<file path="config.mk">
export PLATFORM = sky130hd
export DESIGN_NAME = spx_aux_regs
export DESIGN_NICKNAME = d
export VERILOG_FILES = /design/src/spx_aux_regs.v
export VERILOG_INCLUDE_DIRS = /design/src
export SDC_FILE = /design/constraint.sdc
export NUM_CORES = 1
export LEC_CHECK = 0
export ABC_AREA = 1
export BUFFER_PORTS_ARGS = -buffer_cell sky130_fd_sc_hd__buf_2
export CAP_MARGIN = 5
export CORE_MARGIN = 2
export CORE_UTILIZATION = 34
export DETAILED_ROUTE_END_ITERATION = 10
export PLACE_DENSITY = 0.68
export SLEW_MARGIN = 20
export SYNTH_ARGS = -nofsm -noshare
export SYNTH_HDL_FRONTEND = slang
export SYNTH_SLANG_ARGS = --single-unit
</file>
<file path="constraint.sdc">
create_clock -name MCLK_I -period 1.38 [get_ports MCLK_I]
set_input_delay 0.138 -clock MCLK_I [delete_from_list [all_inputs] [get_ports MCLK_I]]
set_output_delay 0.138 -clock MCLK_I [all_outputs]
set_load 0.01 [all_outputs]
</file>
<file path="src/spx_defs.vh">
// Purpose: constants for the serial port auxiliary control registers
// Assumes: byte-wide i/o channel, whole 8-bit address selects the register
// Notes:   register selects are decoded from the i/o address
`ifndef SPX_DEFS_VH
`define SPX_DEFS_VH
// register addresses on the i/o channel
`define SPX_ADDR_W        8
`define SPX_ADDR_CHAN_A   8'h20
`define SPX_ADDR_CHAN_B   8'h40
// read field positions
`define SPX_RD_TERM_RDY   0
`define SPX_RD_SET_RDY    1
`define SPX_RD_RING       2
`define SPX_RD_MODEM_N    3
`define SPX_RD_TC_N       4
// write field positions
`define SPX_WR_TERM_RDY   0
`define SPX_WR_DMA_LO     1
`define SPX_WR_DMA_HI     2
`define SPX_WR_MODEM_CLR  3
`define SPX_WR_TC_CLR     4
`define SPX_WR_IRQ_EN     5
// reset values
`define SPX_RST_CTRL      6'h00
`define SPX_RST_FLAG      1'b0
`define SPX_RST_BIT       1'b0
`endif

</file>
<file path="src/spx_aux_regs.v">
// Purpose: two auxiliary control/status registers for the serial ports
// Assumes: single 10 MHz clock, modem and tc inputs asynchronous
// Notes:   one shared interrupt request, register reset from outside
//
// Summary of operation
// - two identical 8-bit registers, channels A and B
// - set-ready toggle either way records modem event
// - ring rising edge only records modem event
// - dma terminal count records tc event
// - read bits 0-2 show ready and ring levels
// - read bit 3 low means modem event
// - read bit 4 low means terminal count
// - interrupt when flag low and bit 5 set
// - write bit 0 drives terminal ready
// - chan A bits 1,2 enable dma 0,2
// - chan B bits 1,2 enable dma 1,3
// - writing 1 to bit 3 clears modem event
// - writing 1 to bit 4 clears tc event
// - write bit 5 gates channel interrupts
// - both channel requests ORed onto one line
// - component reset clears outputs, flags, enables
// - in reset reads bit0 0, bits 3,4 1
// - reset released when component bit goes 1
// - dma used for transmit only, 8-bit
`timescale 1ns/1ns
`include "spx_defs.vh"
module spx_aux_regs (
	input  wire        MCLK_I,
	input  wire        ARST_N_I,
	input  wire        COMP_RST_N_I,
	input  wire [7:0]  IO_ADDR_I,
	input  wire        IO_WR_I,
	input  wire        IO_RD_I,
	input  wire [7:0]  IO_WDATA_I,
	output reg  [7:0]  IO_RDATA_O,
	input  wire [1:0]  SET_READY_I,
	input  wire [1:0]  RING_I,
	input  wire [3:0]  DMA_TC_I,
	output wire [1:0]  TERM_READY_O,
	output wire [3:0]  TX_DMA_EN_O,
	output wire        IRQ_O
);

	// reset release through two flops
	reg        rst_s1_q;
	reg        rst_n_q;
	always @(posedge MCLK_I or negedge ARST_N_I) begin
		if (!ARST_N_I) begin
			rst_s1_q <= 1'b0;
			rst_n_q  <= 1'b0;
		end else begin
			rst_s1_q <= 1'b1;
			rst_n_q  <= rst_s1_q;
		end
	end

	// synchronise the component reset bit level
	reg        crst_s1_q;
	reg        crst_q;
	always @(posedge MCLK_I or negedge rst_n_q) begin
		if (!rst_n_q) begin
			crst_s1_q <= 1'b0;
			crst_q    <= 1'b0;
		end else begin
			crst_s1_q <= COMP_RST_N_I;
			crst_q    <= crst_s1_q;
		end
	end
	wire       reg_rst = ~crst_q;

	// register selects; writes refused while held in reset
	wire       sel_a = (IO_ADDR_I == `SPX_ADDR_CHAN_A);
	wire       sel_b = (IO_ADDR_I == `SPX_ADDR_CHAN_B);
	wire [1:0] wr_ch = {sel_b, sel_a} & {2{IO_WR_I & ~reg_rst}};

	// per-channel status words and requests
	wire [15:0] rd_flat;
	wire [1:0]  ch_irq;

	genvar ch;
	generate
		for (ch = 0; ch < 2; ch = ch + 1) begin : g_ch
			// synchroniser and edge history flops
			reg  [1:0] sr_sync_q;
			reg  [1:0] ri_sync_q;
			reg  [1:0] tc_sync_q;
			reg        sr_last_q;
			reg        ri_last_q;
			reg        tc_last_q;
			// event flags and control bits
			reg        modem_q;
			reg        modem_d;
			reg        tc_q;
			reg        tc_d;
			reg        term_rdy_q;
			reg        term_rdy_d;
			reg        dma_lo_q;
			reg        dma_lo_d;
			reg        dma_hi_q;
			reg        dma_hi_d;
			reg        irq_en_q;
			reg        irq_en_d;
			// settled pin levels
			wire       sr_now = sr_sync_q[1];
			wire       ri_now = ri_sync_q[1];
			wire       tc_now = tc_sync_q[1];
			// either dma channel of this port may end a block
			wire       tc_pin = DMA_TC_I[ch] | DMA_TC_I[ch + 2];
			// events, seen only after the synchronisers
			wire       sr_ev = sr_now ^ sr_last_q;
			wire       ri_ev = ri_now & ~ri_last_q;
			wire       modem_ev = sr_ev | ri_ev;
			wire       tc_ev = tc_now & ~tc_last_q;
			// write-one clear strobes
			wire       wr_me = wr_ch[ch];
			wire       modem_clr = wr_me
				& IO_WDATA_I[`SPX_WR_MODEM_CLR];
			wire       tc_clr = wr_me
				& IO_WDATA_I[`SPX_WR_TC_CLR];

			// set-ready pin synchroniser
			always @(posedge MCLK_I or negedge rst_n_q) begin
				if (!rst_n_q) begin
					sr_sync_q <= 2'b00;
				end else begin
					sr_sync_q <= {sr_sync_q[0], SET_READY_I[ch]};
				end
			end

			// ring pin synchroniser
			always @(posedge MCLK_I or negedge rst_n_q) begin
				if (!rst_n_q) begin
					ri_sync_q <= 2'b00;
				end else begin
					ri_sync_q <= {ri_sync_q[0], RING_I[ch]};
				end
			end

			// terminal count synchroniser
			always @(posedge MCLK_I or negedge rst_n_q) begin
				if (!rst_n_q) begin
					tc_sync_q <= 2'b00;
				end else begin
					tc_sync_q <= {tc_sync_q[0], tc_pin};
				end
			end

			// set-ready history, idle low after reset
			always @(posedge MCLK_I or negedge rst_n_q) begin
				if (!rst_n_q) begin
					sr_last_q <= 1'b0;
				end else begin
					sr_last_q <= sr_now;
				end
			end

			// ring history, idle low after reset
			always @(posedge MCLK_I or negedge rst_n_q) begin
				if (!rst_n_q) begin
					ri_last_q <= 1'b0;
				end else begin
					ri_last_q <= ri_now;
				end
			end

			// terminal count history
			always @(posedge MCLK_I or negedge rst_n_q) begin
				if (!rst_n_q) begin
					tc_last_q <= 1'b0;
				end else begin
					tc_last_q <= tc_now;
				end
			end

			// modem flag next value; set beats clear
			always @* begin
				modem_d = modem_q;
				if (reg_rst) begin
					modem_d = `SPX_RST_FLAG;
				end else if (modem_ev) begin
					modem_d = 1'b1;
				end else if (modem_clr) begin
					modem_d = 1'b0;
				end
			end

			// tc flag next value; set beats clear
			always @* begin
				tc_d = tc_q;
				if (reg_rst) begin
					tc_d = `SPX_RST_FLAG;
				end else if (tc_ev) begin
					tc_d = 1'b1;
				end else if (tc_clr) begin
					tc_d = 1'b0;
				end
			end

			// control bits next value
			always @* begin
				term_rdy_d = term_rdy_q;
				dma_lo_d   = dma_lo_q;
				dma_hi_d   = dma_hi_q;
				irq_en_d   = irq_en_q;
				if (reg_rst) begin
					term_rdy_d = `SPX_RST_BIT;
					dma_lo_d   = `SPX_RST_BIT;
					dma_hi_d   = `SPX_RST_BIT;
					irq_en_d   = `SPX_RST_BIT;
				end else if (wr_me) begin
					term_rdy_d = IO_WDATA_I[`SPX_WR_TERM_RDY];
					dma_lo_d   = IO_WDATA_I[`SPX_WR_DMA_LO];
					dma_hi_d   = IO_WDATA_I[`SPX_WR_DMA_HI];
					irq_en_d   = IO_WDATA_I[`SPX_WR_IRQ_EN];
				end
			end

			// modem event flag
			always @(posedge MCLK_I or negedge rst_n_q) begin
				if (!rst_n_q) begin
					modem_q <= `SPX_RST_FLAG;
				end else begin
					modem_q <= modem_d;
				end
			end

			// terminal count flag
			always @(posedge MCLK_I or negedge rst_n_q) begin
				if (!rst_n_q) begin
					tc_q <= `SPX_RST_FLAG;
				end else begin
					tc_q <= tc_d;
				end
			end

			// terminal-ready control bit
			always @(posedge MCLK_I or negedge rst_n_q) begin
				if (!rst_n_q) begin
					term_rdy_q <= `SPX_RST_BIT;
				end else begin
					term_rdy_q <= term_rdy_d;
				end
			end

			// low dma channel enable
			always @(posedge MCLK_I or negedge rst_n_q) begin
				if (!rst_n_q) begin
					dma_lo_q <= `SPX_RST_BIT;
				end else begin
					dma_lo_q <= dma_lo_d;
				end
			end

			// high dma channel enable
			always @(posedge MCLK_I or negedge rst_n_q) begin
				if (!rst_n_q) begin
					dma_hi_q <= `SPX_RST_BIT;
				end else begin
					dma_hi_q <= dma_hi_d;
				end
			end

			// interrupt enable bit
			always @(posedge MCLK_I or negedge rst_n_q) begin
				if (!rst_n_q) begin
					irq_en_q <= `SPX_RST_BIT;
				end else begin
					irq_en_q <= irq_en_d;
				end
			end

			// status word: levels, active-low flags
			assign rd_flat[ch*8 +: 8] = {
				3'b000,      // spare bits read zero
				~tc_q,
				~modem_q,
				ri_now,
				sr_now,
				term_rdy_q
			};

			// request while a flag is up and enabled
			assign ch_irq[ch] = (modem_q | tc_q)
				& irq_en_q;
			// terminal-ready pin follows write bit 0
			assign TERM_READY_O[ch] = term_rdy_q;
			// transmit-only enables on 8-bit dma channels
			assign TX_DMA_EN_O[ch]     = dma_lo_q;
			assign TX_DMA_EN_O[ch + 2] = dma_hi_q;
		end
	endgenerate

	// one request line for both channels
	assign IRQ_O = |ch_irq;

	// read data register, address picks the channel
	always @(posedge MCLK_I or negedge rst_n_q) begin
		if (!rst_n_q) begin
			IO_RDATA_O <= 8'h00;
		end else if (IO_RD_I && sel_a) begin
			IO_RDATA_O <= rd_flat[7:0];
		end else if (IO_RD_I && sel_b) begin
			IO_RDATA_O <= rd_flat[15:8];
		end else begin
			IO_RDATA_O <= 8'h00;
		end
	end

endmodule // spx_aux_regs

</file>
Yosys cells after proc, flatten, opt, wreduce, memory -nomap -nowiden

Cells that the tools add are included.

Bitwise operators: 28
Muxes and demuxes: 30
Equal/unequal tests: 8
Reductions and logical operators: 3

Operators with widths:

| operator                                                              | count |
|---|---|
| 1-bit two-way mux                                                     | 28 |
| 3-bit by 1-bit != test with 1-bit output, second input constant       | 4 |
| 1-bit bitwise AND                                                     | 11 |
| 8-bit by 6-bit equality test with 1-bit output, second input constant | 1 |
| 8-bit by 7-bit equality test with 1-bit output, second input constant | 1 |
| 8-bit two-way mux                                                     | 1 |
| 1-bit NOT                                                             | 8 |
| 1-bit OR                                                              | 6 |
| 5-bit two-way mux                                                     | 1 |
| 2-bit by 1-bit != test with 1-bit output, second input constant       | 2 |
| 2-bit bitwise AND                                                     | 1 |
| 1-bit logical AND                                                     | 2 |
| 2-bit OR reduction                                                    | 1 |
| 1-bit bitwise XOR                                                     | 2 |

Bits in registers: 42
Word-level logic and storage cells: 98
Output and inout bits: 15

Logic depth before layout (Yosys ltp)

Depth in word-level cells: 6
Depth in mapped cells: 7

Worst setup path after synthesis

No wires, ideal clock.

Kind: reg2reg
Start point: reg crst_q
End point: reg g_ch[1].term_rdy_q
Required time: 1.263 ns
Arrival time: 0.819 ns
Slack: 0.444 ns
Stages on the path, launching flop included: 6
Buffers on the path: 0
Path through: dfrtp_1 nand2_1 inv_2 nand2_4 nand3_2 o21ai_2

Longest elaborated chain between the ends: 3

Ends and longest elaborated chain:

| what                                               | RTL line           | source |
|---|---|---|
| start, declared                                    | spx_aux_regs.v:59  | `reg crst_q;` |
| start signal, assigned                             | spx_aux_regs.v:66  | `crst_q <= crst_s1_q;` |
| 1-bit bitwise AND                                  | spx_aux_regs.v:74  | `wire [1:0] wr_ch = {sel_b, sel_a} & {2{IO_WR_I & ~reg_rst}};` |
| 2-bit bitwise AND                                  | spx_aux_regs.v:74  |  |
| 2-bit by 1-bit != test with 1-bit output (no line) | -                  |  |
| end signal, assigned                               | spx_aux_regs.v:239 | `` term_rdy_q <= `SPX_RST_BIT; `` |
| end signal, assigned                               | spx_aux_regs.v:241 | `term_rdy_q <= term_rdy_d;` |
| end, declared                                      | spx_aux_regs.v:95  | `reg term_rdy_q;` |

Several ways; a longest one is shown, not always the timed one.
A chain may end at the register's enable or synchronous reset.

Final worst setup path

Start point: reg g_ch[0].tc_q
End point: out IRQ_O

Longest elaborated chain between the ends: 3

Ends and longest elaborated chain:

| what                   | RTL line           | source |
|---|---|---|
| start, declared        | spx_aux_regs.v:93  | `reg tc_q;` |
| start signal, assigned | spx_aux_regs.v:230 | `` tc_q <= `SPX_RST_FLAG; `` |
| start signal, assigned | spx_aux_regs.v:232 | `tc_q <= tc_d;` |
| 1-bit OR               | spx_aux_regs.v:283 | `assign ch_irq[ch] = (modem_q \| tc_q)` |
| 1-bit bitwise AND      | spx_aux_regs.v:284 | `& irq_en_q;` |
| 2-bit OR reduction     | spx_aux_regs.v:294 | `assign IRQ_O = \|ch_irq;` |
| end, declared          | spx_aux_regs.v:41  | `output wire IRQ_O` |

Every way passes these cells.

==> qor.yml <==
yosys_warnings: 0
num_rows: 24
avgRoutedWirePerCell_um: 10.63
netlist_instances: 142
die_w_um: 72.04
grt_usage: 0.1089
start_util: 0.3566
p_int_mw: 1.787
ys.flop_type: "dfrtp_1"
finalSetupViolations: 0
drtPass1Iterations: 4
use_met2: 0.1698
syn_avg_cell_area_um2: 11.08
drc_errors: 0
coreArea_um2: 4414
p_switching_uw: 502.8
cts_buffer_depth: 2
root_buffer: "clkbuf_8"
cp-end-kind: "primary output"
synth_area_leaders: "dfrtp_1 62%, nand3_1 6.4%, buf_4 4.3%, nand2_1 3.8%, inv_1 3.1%"
drv_slew: 0
finalSetupTns_ns: 0
synthTopCellsByCount: "39 x dfrtp_1, 20 x nand3_1, 16 x nand2_1"
fin_total_pwr_mw: 2.290
drive_gt1_frac: 0.3777
synth.distinct_cells: 22
finalHoldViolCount: 0
chipHeight_um: 72.04
post-cts-setup-buffer-count: 0
yosysSeqAreaShare: 0.6200
p_leak_nw: 1.074
vdd_drop_max_mv: 0.5598
pwr-share-comb: 0.066
switching_share: 0.2196
grt_pass1_wl_um: 4353
grt_max_degree: 38
rsz0062_at_grt: "no"
antenna_found_initial: 0
dieArea_um2: 5190
synth.largest_area_cell: "dfrtp_1"
p_seq_frac: 0.528
cts_tree: "yes"
fin_crit_sh: 0.8732
gp_congestion: 0.7533
p_per_area_nw_per_um2: 1173
io_buffers: 38
busiest_layer: "met2"
cts-htree-levels: 2
maxCapViolations: 0
synth.top_cell.area_share: 0.6200
nets: 216
r2r_slack_ns: 0.30
routed_wirelength_um: 2550
vias_per_cell: 4.358
worstSetupPathType: "flop to primary output"
hp-class: "input pin to flop"
clockPowerShare: 0.407
period_minus_slack_ns: 1.205
ant_nets: 0
synth_edf_count: 0
grt_pass1_vias: 1001
fmax_mhz: 829.8
netlist_area_um2: 1574
worstPathArrival_ns: 1.07
antenna_cells: 0
grt-ovfl-total: 0
critPathMaxFanout: 3
dp_hpwl_um: 1881
layout-area-overhead-vs-synth_pct: 24.01
met1_usage: 0.1394
vias: 1046
met3_usage: 0.03333
async_reset_ff_frac: 1.000
status: "completed"
clk_latency_ns: 0.29
clock_skew_ns: 0.004206
ios: 44
cts.clk_slew.worst_paths_ns: 0.07
crit_path_start_kind: "flop"
synth_most_common_cell: "dfrtp_1"
numCtsBuffers: 5
cp.required_ns: 1.24
yosys_register_bits: 39
drt_iter0_drc: 82
cts_sinks: 39
## per-layer routing
layer	share of wire	wire [µm]	vias up
li1	-	-	534
met1	0.45	1155	475
met2	0.47	1202	32
met3	0.062	158	5
met4	0.014	35	0
met5	0	0	-
## power groups by stage
stage / registers [mW] / clock network [mW] / logic, mW
6_report: 1.21 / 0.932 / 0.150
5_1_grt: 1.21 / 1.01 / 0.172
4_1_cts: 1.21 / 0.964 / 0.154
3_5_place_dp: 1.23 / 0 / 0.141
3_3_place_gp: 1.23 / 0 / 0.138
2_1_floorplan: 1.24 / 0 / 0.0721
## area by class of cell
type / instances / area [µm²]
fill: 421 / 2462
sequential: 39 / 975.9
multi-input combinational: 80 / 476.7
timing repair buffer: 46 / 265.3
clock buffer: 5 / 68.82
tap: 52 / 65.06
inverter: 15 / 56.30
clock inverter: 3 / 43.79
## critical path, cell delays in order (launching register included)
cell and delay [ns]:
dfrtp_1 0.40, o21ai_0 0.17, nand2_1 0.08, buf_2 0.14
## cell families (layout without fill, tap and decap cells)
group,Yosys count,in the layout,share of synthesized area
AO/OA/AOI/OAI,17,17,0.06518
buffers and inverters,25,69,0.08187
flip-flops,39,39,0.6200
other,2,4,0.004771
AND/OR/NAND/NOR,59,59,0.2281
## stage by stage
stage               utilization  hold WS (ns)  setup WS, ns  area [µm²]  std cells
finish                   0.4422       0.03376        0.1749        1952        240
CTS                      0.4422       0.01987        0.1627        1952        240
global route             0.4422       0.02528        0.1024        1952        240
detailed placement       0.4031      -0.07531        0.2996        1779        226
floorplan                     -       -0.1576        0.2145        1582        144
global placement         0.4031      -0.07596        0.3236        1779        226
## layout by cell type (no fill, tap or decap), drive strengths merged
cell type | Yosys | routed
clkbuf | 0 | 5
clkinv | 0 | 2
nand2 | 21 | 21
dfrtp | 39 | 39
nand3 | 24 | 24
o21ai | 14 | 14
inv | 15 | 15
nand3b | 2 | 2
nor2 | 10 | 10
buf | 10 | 40
dlygate4sd3 | 0 | 6
bufinv | 0 | 1
conb | 2 | 4
a21oi | 2 | 2
a21boi | 1 | 1
or2 | 2 | 2
## final timing paths
path                               from                    to  depth (start not counted)
min reg2reg                     rst_n_q  g_ch[1].ri_sync_q[0]                          1
max                        g_ch[0].tc_q                 IRQ_O                          3
max in group asynchronous       rst_n_q      g_ch[0].dma_hi_q                          1
min                         DMA_TC_I[1]  g_ch[1].tc_sync_q[0]                          2
max reg2reg                      crst_q    g_ch[1].term_rdy_q                          5
min in group asynchronous      ARST_N_I              rst_s1_q                          2
## state kept, by name, indices dropped and copies added, names as in the netlist
| register | cells |
|---|---|
| g_ch.sr_sync_q | 4 |
| g_ch.ri_last_q | 2 |
| g_ch.term_rdy_q | 2 |
| g_ch.dma_lo_q | 2 |
| crst_q | 1 |
| rst_s1_q | 1 |
| g_ch.tc_last_q | 2 |
| g_ch.modem_q | 2 |
| g_ch.ri_sync_q | 4 |
| g_ch.tc_sync_q | 4 |
| IO_RDATA_O | 5 |
| g_ch.dma_hi_q | 2 |
| rst_n_q | 1 |
| crst_s1_q | 1 |
| g_ch.sr_last_q | 2 |
| g_ch.tc_q | 2 |
| g_ch.irq_en_q | 2 |
## what timing repair did
| item | in CTS | in global routing |
|---|---|---|
| hold buffers | 6 | 0 |
| resized for setup | 0 | 0 |
| hold endpoints to repair | 7 | 0 |
(Power assumes the default switching activity.)
